===== src/tpfr_pkg.sv =====
// Purpose: constants and carrier types of the timer extension block
// Assumes: one clock (apb clock, 125 MHz), byte offsets on a 12-bit apb address
// Notes:   offsets, field positions and reset values are named once here

package tpfr_pkg;

  // ----------------------------------------------------------------
  // address map
  // ----------------------------------------------------------------
  localparam int unsigned ADDR_W = 12;
  localparam logic [ADDR_W-1:0] OFF_LOAD   = 12'h400;
  localparam logic [ADDR_W-1:0] OFF_VALUE  = 12'h404;
  localparam logic [ADDR_W-1:0] OFF_CTRL   = 12'h408;
  localparam logic [ADDR_W-1:0] OFF_MASKED = 12'h40C;
  localparam logic [ADDR_W-1:0] OFF_RAW    = 12'h410;
  localparam logic [ADDR_W-1:0] OFF_RELOAD = 12'h418;
  localparam logic [ADDR_W-1:0] OFF_PREDIV = 12'h41C;
  localparam logic [ADDR_W-1:0] OFF_FREE   = 12'h420;

  // ----------------------------------------------------------------
  // fields and reset values
  // ----------------------------------------------------------------
  localparam int unsigned CTRL_IRQ_EN  = 5;
  localparam int unsigned CTRL_CD_EN   = 7;
  localparam int unsigned CTRL_DBG     = 8;
  localparam int unsigned CTRL_FR_EN   = 9;
  localparam int unsigned CTRL_FR_LSB  = 16;
  localparam int unsigned FR_PRE_W     = 8;
  localparam int unsigned PREDIV_W     = 10;
  localparam logic [31:0] CTRL_WR_MASK = 32'h00FF_03FF;
  localparam logic [31:0] CTRL_RST     = 32'h003E_0020;
  localparam logic [31:0] LOAD_RST     = 32'h0000_0000;
  localparam logic [31:0] FREE_RST     = 32'h0000_0000;
  localparam logic [PREDIV_W-1:0] PREDIV_RST = 10'h07D;

  // ----------------------------------------------------------------
  // carriers
  // ----------------------------------------------------------------
  typedef struct packed {
    logic              psel;
    logic              penable;
    logic              pwrite;
    logic [ADDR_W-1:0] paddr;
    logic [31:0]       pwdata;
  } tpfr_apb_req_s;

  typedef struct packed {
    logic        pready;
    logic        pslverr;
    logic [31:0] prdata;
  } tpfr_apb_rsp_s;

  typedef struct packed {
    logic [31:0]         load;
    logic [31:0]         value;
    logic [31:0]         ctrl;
    logic [31:0]         free;
    logic [31:0]         rdata;
    logic [PREDIV_W-1:0] prediv;
    logic                pend;
    logic                slverr;
    logic [2:0]          haltSync;
    logic                haltStable;
  } tpfr_state_s;

endpackage : tpfr_pkg


===== src/tpfr_prescaler.sv =====
// Purpose: cycle-counting prescaler giving a one-cycle tick enable
// Assumes: divisor may change at any time; run low parks the count at zero
// Notes:   tick comes on the first running cycle, then every divisor+1 cycles

module tpfr_prescaler #(
  parameter int unsigned DivW = 10
) (
  // clock and reset
  input  wire logic            ref_clk,
  input  wire logic            nrst,
  input  wire logic            clkEn,
  // control
  input  wire logic            run,
  input  wire logic [DivW-1:0] divisor,
  // tick enable
  output logic                 tick
);

  typedef struct packed {
    logic [DivW-1:0] cnt;
  } tpfr_pre_s;

  tpfr_pre_s stateQ;
  tpfr_pre_s stateD;

  // no derived clock: a tick enable keeps one clock tree
  assign tick = run && (stateQ.cnt == '0);

  always_comb begin
    stateD = stateQ;
    if (!run) begin
      stateD.cnt = '0;
    end else if (stateQ.cnt >= divisor) begin
      stateD.cnt = '0;
    end else begin
      stateD.cnt = DivW'(stateQ.cnt + 1'b1);
    end
  end

  always_ff @(posedge ref_clk or negedge nrst) begin
    if (!nrst) begin
      stateQ <= '0;
    end else if (clkEn) begin
      stateQ <= stateD;
    end
  end

endmodule : tpfr_prescaler


===== src/tpfr_top.sv =====
// Purpose: countdown timer extension with tick divisor, deferred reload and free-running counter
// Assumes: apb slave on ref_clk, zero wait states; dbgHalt arrives asynchronously
// Notes:   irqAck is a same-clock pulse from the acknowledge logic; irqOut is combinational

module tpfr_top
  import tpfr_pkg::*;
(
  // clock and reset
  input  wire logic                    ref_clk,
  input  wire logic                    nrst,
  input  wire logic                    clkEn,
  // register bus
  input  wire tpfr_pkg::tpfr_apb_req_s apbReq,
  output tpfr_pkg::tpfr_apb_rsp_s      apbRsp,
  // timer side
  input  wire logic                    dbgHalt,
  input  wire logic                    irqAck,
  output logic                         irqOut
);
  import tpfr_pkg::*;

  // ----------------------------------------------------------------
  // state and decode
  // ----------------------------------------------------------------
  tpfr_state_s stateQ;
  tpfr_state_s stateD;

  logic setupPh;
  logic writePh;
  logic cdTick;
  logic frTick;
  logic haltActive;
  logic frRun;
  logic cdZero;
  logic wrLoad;
  logic wrReload;
  logic wrCtrl;
  logic wrPrediv;

  assign setupPh    = apbReq.psel && !apbReq.penable;
  assign writePh    = apbReq.psel && apbReq.penable && apbReq.pwrite;
  assign wrLoad     = writePh && (apbReq.paddr == OFF_LOAD);
  assign wrReload   = writePh && (apbReq.paddr == OFF_RELOAD);
  assign wrCtrl     = writePh && (apbReq.paddr == OFF_CTRL);
  assign wrPrediv   = writePh && (apbReq.paddr == OFF_PREDIV);
  assign haltActive = stateQ.ctrl[CTRL_DBG] && stateQ.haltStable;
  assign frRun      = stateQ.ctrl[CTRL_FR_EN] && !haltActive;
  assign cdZero     = cdTick && stateQ.ctrl[CTRL_CD_EN] && (stateQ.value == 32'h0000_0000);

  assign irqOut           = stateQ.pend && stateQ.ctrl[CTRL_IRQ_EN];
  assign apbRsp.pready    = 1'b1;
  assign apbRsp.pslverr   = stateQ.slverr && apbReq.psel && apbReq.penable;
  assign apbRsp.prdata    = stateQ.rdata;

  // ----------------------------------------------------------------
  // prescalers
  // ----------------------------------------------------------------
  tpfr_prescaler #(
    .DivW (PREDIV_W)
  ) u_cdPre (
    .ref_clk (ref_clk),
    .nrst    (nrst),
    .clkEn   (clkEn),
    .run     (!haltActive),
    .divisor (stateQ.prediv),
    .tick    (cdTick)
  );

  // independent of the countdown divisor
  tpfr_prescaler #(
    .DivW (FR_PRE_W)
  ) u_frPre (
    .ref_clk (ref_clk),
    .nrst    (nrst),
    .clkEn   (clkEn),
    .run     (frRun),
    .divisor (stateQ.ctrl[CTRL_FR_LSB +: FR_PRE_W]),
    .tick    (frTick)
  );

  // ----------------------------------------------------------------
  // next state
  // ----------------------------------------------------------------
  always_comb begin
    stateD = stateQ;

    // three-stage sync; change accepted once stages two and three agree
    stateD.haltSync = {stateQ.haltSync[1:0], dbgHalt};
    if (stateQ.haltSync[1] == stateQ.haltSync[2]) begin
      stateD.haltStable = stateQ.haltSync[2];
    end

    // countdown
    if (cdTick && stateQ.ctrl[CTRL_CD_EN]) begin
      if (stateQ.value == 32'h0000_0000) begin
        stateD.value = stateQ.load;
      end else begin
        stateD.value = stateQ.value - 32'h0000_0001;
      end
    end

    // set wins over a same-cycle acknowledge
    if (irqAck) begin
      stateD.pend = 1'b0;
    end
    if (cdZero) begin
      stateD.pend = 1'b1;
    end

    // free-running counter: no write path, wraps naturally
    if (frTick) begin
      stateD.free = stateQ.free + 32'h0000_0001;
    end

    // register writes, access phase
    if (wrLoad) begin
      stateD.load  = apbReq.pwdata;
      stateD.value = apbReq.pwdata;
    end else if (wrReload) begin
      stateD.load = apbReq.pwdata;
    end else if (wrCtrl) begin
      stateD.ctrl = apbReq.pwdata & CTRL_WR_MASK;
    end else if (wrPrediv) begin
      stateD.prediv = apbReq.pwdata[PREDIV_W-1:0];
    end

    // read data captured in setup phase, ready for the access phase
    if (setupPh) begin
      stateD.slverr = 1'b0;
      stateD.rdata  = 32'h0000_0000;
      if (apbReq.paddr == OFF_LOAD || apbReq.paddr == OFF_RELOAD) begin
        stateD.rdata = stateQ.load;
      end else if (apbReq.paddr == OFF_VALUE) begin
        stateD.rdata = stateQ.value;
      end else if (apbReq.paddr == OFF_CTRL) begin
        stateD.rdata = stateQ.ctrl;
      end else if (apbReq.paddr == OFF_MASKED) begin
        stateD.rdata[0] = stateQ.pend && stateQ.ctrl[CTRL_IRQ_EN];
      end else if (apbReq.paddr == OFF_RAW) begin
        stateD.rdata[0] = stateQ.pend;
      end else if (apbReq.paddr == OFF_PREDIV) begin
        stateD.rdata[PREDIV_W-1:0] = stateQ.prediv;
      end else if (apbReq.paddr == OFF_FREE) begin
        stateD.rdata = stateQ.free;
      end else begin
        stateD.slverr = 1'b1;
      end
    end
  end

  always_ff @(posedge ref_clk or negedge nrst) begin
    if (!nrst) begin
      stateQ        <= '0;
      stateQ.load   <= LOAD_RST;
      stateQ.value  <= LOAD_RST;
      stateQ.ctrl   <= CTRL_RST;
      stateQ.free   <= FREE_RST;
      stateQ.prediv <= PREDIV_RST;
    end else if (clkEn) begin
      stateQ <= stateD;
    end
  end

  // tick spacing helper: cycles since the last countdown tick
  logic [PREDIV_W:0] gapCnt;
  logic              gapOk;

  always_ff @(posedge ref_clk or negedge nrst) begin
    if (!nrst) begin
      gapCnt <= '0;
      gapOk  <= 1'b0;
    end else if (clkEn) begin
      if (cdTick) begin
        gapCnt <= (PREDIV_W+1)'(1);
        gapOk  <= !wrPrediv && !haltActive;
      end else begin
        gapCnt <= (PREDIV_W+1)'(gapCnt + 1'b1);
        if (wrPrediv || haltActive) begin
          gapOk <= 1'b0;
        end
      end
    end
  end

  // free prescaler spacing helper; a control write or a stop voids the next gap
  logic [FR_PRE_W:0] frGapCnt;
  logic              frGapOk;

  always_ff @(posedge ref_clk or negedge nrst) begin
    if (!nrst) begin
      frGapCnt <= '0;
      frGapOk  <= 1'b0;
    end else if (clkEn) begin
      if (frTick) begin
        frGapCnt <= (FR_PRE_W+1)'(1);
        frGapOk  <= !wrCtrl && frRun;
      end else begin
        frGapCnt <= (FR_PRE_W+1)'(frGapCnt + 1'b1);
        if (wrCtrl || !frRun) begin
          frGapOk <= 1'b0;
        end
      end
    end
  end
endmodule : tpfr_top


===== config.mk =====
export PLATFORM = sky130hd
export DESIGN_NAME = tpfr_top
export DESIGN_NICKNAME = d
export VERILOG_FILES = /design/src/tpfr_pkg.sv /design/src/tpfr_prescaler.sv /design/src/tpfr_top.sv
export SDC_FILE = /design/constraint.sdc
export NUM_CORES = 1
export LEC_CHECK = 0
export ABC_CLOCK_PERIOD_IN_PS = 3400
export BUFFER_PORTS_ARGS = -buffer_cell sky130_fd_sc_hd__buf_4
export CAP_MARGIN = 20
export CORE_ASPECT_RATIO = 0.5
export CORE_MARGIN = 5
export CORE_UTILIZATION = 30
export CTS_CLUSTER_DIAMETER = 30
export DETAILED_ROUTE_END_ITERATION = 7
export GPL_TIMING_DRIVEN = 0
export SYNTH_ARGS = -nofsm -noshare
export SYNTH_HDL_FRONTEND = slang
export SYNTH_SLANG_ARGS = --single-unit

===== constraint.sdc =====
create_clock -name ref_clk -period 3.4 [get_ports ref_clk]
set_input_delay 0.34 -clock ref_clk [delete_from_list [all_inputs] [get_ports ref_clk]]
set_output_delay 0.34 -clock ref_clk [all_outputs]
set_load 0.005 [all_outputs]

; Word-level counts from Yosys, hierarchy flattened
; Cells that the tools add are included.
[op_classes]
mux = 28
reduce_logical = 33
n_bitwise = 3
n_eq_ne = 9
n_lt_le_gt_ge = 2
addsub = 4
[ops]
columns = operator, n
row1 = $mux W32, 9
row2 = $eq A12 B11 Y1 const B, 8
row3 = $mux W31, 2
row4 = $add A32 B1 Y32 const B, 1
row5 = $logic_not A32 Y1, 1
row6 = $sub A32 B1 Y32 const B, 1
row7 = $mux W10, 3
row8 = $mux W22, 1
row9 = $logic_and A1 B1 Y1, 16
row10 = $mux W8, 2
row11 = $reduce_and A2 Y1, 6
row12 = $mux W1, 11
row13 = $add A10 B1 Y10 const B, 1
row14 = $ge A10 B10 Y1, 1
row15 = $logic_not A10 Y1, 1
row16 = $add A8 B1 Y8 const B, 1
row17 = $ge A8 B8 Y1, 1
row18 = $logic_not A8 Y1, 1
row19 = $reduce_bool A2 Y1, 3
row20 = $reduce_and A5 Y1, 1
row21 = $reduce_and A4 Y1, 1
row22 = $not A1 Y1, 3
row23 = $logic_not A1 Y1, 2
row24 = $eq A1 B1 Y1, 1
row25 = $logic_or A1 B1 Y1, 1
[totals]
regBits = 180
input_bits = 52
wordCells = 91
output_inout_bits = 35

; Logic depth before layout (Yosys ltp)
[depth]
word_depth = 8
mapped_depth = 10
depth_no_buf = 8

; By module
; Synthesis repeated with hierarchy kept, for this count alone.
[hier_totals]
cells_unflattened = 1056
hier_area_um2 = 10216.0
[by_module_without_submodules]
columns = mod, seq_area_each_um2, instances, cells_per_inst, area_per_inst_um2
row1 = tpfr_top, 4068.9, 1, 886, 8674.6
row2 = tpfr_prescaler at u_cdPre, 250.2, 1, 99, 897.1
row3 = tpfr_prescaler at u_frPre, 200.2, 1, 71, 644.4

; Worst setup path before layout
; Ideal clock, no wire load.
[synth_timing]
kind = reg2reg
start = register stateQ[11] (netlist name)
end = register u_cdPre.stateQ[6] (netlist name)
path_stages_with_launch = 10
required_ps = 3321
path_slack_ps = 918
n_path_buf = 1
setup_ps = 79
synth_period_minus_slack_ps = 2482
arrival_ps = 2402
path_cell_list = dfstp_2 -> inv_1 -> ha_1 -> and4_1 -> a2111oi_0 -> o21ai_0 -> a21boi_1 -> clkbuf_1 -> nand4_1 -> mux2i_1
[synth_between]
elab_chain_len = 3
[synth_rtl]
columns = item, line
row1 = from (decl), tpfr_top.sv:25  ; tpfr_state_s stateQ;
row2 = from (signal assigned), tpfr_top.sv:160  ; stateQ <= stateD;
row3 = $ge A10 B10 Y1, tpfr_prescaler.sv:33  ; end else if (stateQ.cnt >= divisor) begin
row4 = $mux W10, tpfr_prescaler.sv:33
row5 = $mux W10, tpfr_prescaler.sv:31  ; if (!run) begin
row6 = to (signal assigned), tpfr_prescaler.sv:44  ; stateQ <= stateD;
row7 = to (decl), tpfr_prescaler.sv:23  ; tpfr_pre_s stateQ;
; Every way passes these cells.
; A chain may end at the register's enable or synchronous reset.

; Worst setup path after layout
[layout_timing]
start = register u_cdPre.stateQ[0] (netlist name)
end = register stateQ[139] (netlist name)
[layout_between]
elab_chain_len = 5
[layout_rtl]
columns = item, line
row1 = $logic_not A10 Y1, tpfr_prescaler.sv:27  ; assign tick = run && (stateQ.cnt == '0);
row2 = $logic_and A1 B1 Y1, tpfr_prescaler.sv:27
row3 = $logic_and A1 B1 Y1, tpfr_top.sv:94  ; if (cdTick && stateQ.ctrl[CTRL_CD_EN]) begin
row4 = $reduce_bool A2 Y1 (no source line), --
row5 = $reduce_and A2 Y1 (no source line), --
; Every way passes these cells.

==> flow_metrics.env <==
export IMPL_status="finished, final reports clean"
export IMPL_ios=87
export IMPL_drv_cap=0
export IMPL_track_usage_pct=16.7
export IMPL_ys_ff_latch=180
export IMPL_coreArea_um2=32800
export IMPL_rows=47
export IMPL_synthCells=1021
export IMPL_diodes=0
export IMPL_synth_flop_cell="dfrtp_1"
export IMPL_h_tree_depth=4
export IMPL_ir_worst_vdd_v=0.000314
export IMPL_cp_end_kind="flip-flop"
export IMPL_multi_input_area_um2=4810
export IMPL_syn_nets=1098
export IMPL_setup_violations=0
export IMPL_grt_pass1_vias=8381
export IMPL_ys_types=73
export IMPL_ys_warn_count=0
export IMPL_area_growth_syn_to_layout_pct=18.8
export IMPL_drtPass1Iterations=6
export IMPL_crit_type="flip-flop to flip-flop"
export IMPL_grt_start_max_net_pins=114
export IMPL_synth_edf_count=0
export IMPL_arrival_ns=3.41
export IMPL_die_h_um=139
export IMPL_worst_skew_pair_late_latency_ns=0.44
export IMPL_nFillCells=3367
export IMPL_detail_route_antenna_nets=0
export IMPL_fmax_mhz=327
export IMPL_drt_iter0_drc=1045
export IMPL_hp_class="input pin to flip-flop"
export IMPL_seq_area_um2=4520
export IMPL_fin_setup_tns_ns=0
export IMPL_crit_path_start_kind="flip-flop"
export IMPL_final_nets=1206
export IMPL_clk_pin_slew_ns=0.07
export IMPL_routed_via_density=5.41
export IMPL_final_hold_violation_count=0
export IMPL_drcViolationCount=0
export IMPL_post_cts_setup_buffers=0
export IMPL_cts_num_sinks=180
export IMPL_rsz0062_at_grt="false"
export IMPL_relSlewSlack_pct=31.7
export IMPL_num_vias=8558
export IMPL_grt_overflow=0
export IMPL_grt_pass1_wl_um=48600
export IMPL_max_slew_worst_pin_slew_ns=1.02
export IMPL_drive_gt1_share_pct=21.7
export IMPL_postSynth_asyncResetShare_pct=100
export IMPL_crit_required_ns=3.75
export IMPL_cts_inserted_buffers=17
export IMPL_wl_per_cell_um=19.8
export IMPL_cts_buffer_depth=2
export IMPL_maxSlewViolCount=0
export IMPL_initial_utilization_pct=30.2
export IMPL_die_area_um2=37000
export IMPL_crit_fanout=10
export IMPL_wl_um=31300
export IMPL_whs_ns=0.143
export IMPL_ys_seq_area_share_pct=45.5
export IMPL_netlist_area_um2=9920
export IMPL_fin_skew_ns=0.0123
export IMPL_root_buffer="clkbuf_16"
export IMPL_gp_congestion=0.940
export IMPL_io_buffers=85
export IMPL_finalPower_mw=4.77
export IMPL_die_x_um=267
export IMPL_finalCriticalPeriod_ns=3.06
export IMPL_synth_area_per_cell_um2=9.72
export IMPL_antenna_found_initial=0
export IMPL_p_leak_nw=5.57
export IMPL_cellPowerDensity_nw_per_um2=405
export IMPL_cts_tree="done"
export IMPL_hpwl_um=23700
export IMPL_fin_crit_sh_pct=89.9
[cells in the final DEF (no fill, tap or decap), drive strengths merged, types with 9 or more instances in the layout]
cell,instances
dfrtp,168
buf,138
nand2,91
o21ai,77
nor2,66
clkbuf,60
a21oi,57
mux2,48
a31oi,36
and3,35
xnor2,30
inv,30
nand3,29
ha,25
nor3,23
xor2,22
nand4,22
a222oi,21
nor4,15
dfstp,12
or3,11
and2,10
a22oi,10
a221oi,9
[Yosys cell counts (12+ instances only)]
| cell type | instances | area (um^2) |
|---|---|---|
| a31oi_1 | 36 | 225 |
| dfstp_2 | 12 | 315 |
| nor2_1 | 66 | 248 |
| clkbuf_1 | 37 | 139 |
| buf_2 | 16 | 80.1 |
| inv_1 | 29 | 109 |
| nand2_1 | 91 | 342 |
| a21oi_1 | 57 | 285 |
| buf_4 | 34 | 255 |
| nand4_1 | 21 | 131 |
| and3_1 | 34 | 213 |
| mux2_2 | 48 | 541 |
| xor2_1 | 22 | 193 |
| o21ai_0 | 74 | 370 |
| dfrtp_1 | 168 | 4200 |
| a222oi_1 | 21 | 210 |
| nand3_1 | 29 | 145 |
| ha_1 | 25 | 313 |
| nor3_1 | 20 | 100 |
| xnor2_1 | 30 | 263 |
[layer usage]
| layer | up-vias | track usage (%) | routed length, um |
|---|---|---|---|
| met5 | - | 0 | 0 |
| met4 | 0 | 5.22 | 892 |
| met3 | 55 | 3.53 | 2030 |
| met2 | 299 | 27.5 | 15100 |
| met1 | 4270 | 22.0 | 13300 |
| li1 | 3934 | - | - |
[area by class of cell]
type,instances,area share [%]
sequential,180,38.3
inverter,29,0.924
tap,441,4.68
buffer,88,4.12
multi-input combinational,724,40.8
clock buffer,22,4.19
timing repair buffer,89,5.90
clock inverter,10,1.03
[through the flow]
stage	cell area, um^2	std cells	setup WS [ns]	util [%]
6_report	11800	1583	0.343	35.9
5_1_grt	11800	1583	0.111	35.9
4_1_cts	11800	1582	0.246	35.9
3_5_place_dp	11200	1549	0.288	34.0
3_3_place_gp	11100	1547	0.313	33.9
2_1_floorplan	9920	1021	0.918	-
[timing repair]
action                                  4_1_cts  5_1_grt
endpoints found under the setup margin        0        0
hold endpoints to repair                     60        0
resized for setup                             0        0
hold buffers                                  1        0
[path summary, 6_finish.rpt]
| check | from | endpoint | slack [ns] | cells past startpoint |
|---|---|---|---|---|
| max | u_cdPre.stateQ[0] | stateQ[139] | 0.34 | 9 |
| min | apbReq[10] | stateQ[154] | 0.14 | 2 |
| max reg2reg | u_cdPre.stateQ[0] | stateQ[139] | 0.34 | 9 |
| min reg2reg | apbRsp[31] | apbRsp[31] | 0.48 | 2 |
| max in group asynchronous | nrst | stateQ[140] | 2.00 | 3 |
| min in group asynchronous | nrst | stateQ[84] | 0.42 | 2 |
[logic make-up after synthesis]
family	synth area share (%)
fa+ha+maj	3.15
mux	6.05
flops	45.5
xor+xnor	4.59
buf+inv	5.99
simple gates	18.2
compound gates	16.4
other cells	0.0378
[worst max-delay path: stages (launching register included)]
cell and delay, ns:
dfrtp_1 0.40, inv_1 0.11, ha_1 0.17, nor4bb_1 0.26
nand4_1 0.30, and2_1 0.25, clkbuf_1 0.29, nor2_1 0.78
o21ai_0 0.21, o21ai_0 0.20
[report_power, final]
group          total (mW)  internal, mW  switching [mW]
Combinational       0.434         0.209           0.225
Sequential           2.29          2.21          0.0732
Clock                2.05          1.18           0.867
[registers in the layout, summed over array words and instances (netlist names)]
name,flops
stateQ,128
apbRsp,32
u_cdPre.stateQ,10
u_frPre.stateQ,8
stateD,2
Power figures use the tool's default switching activity.
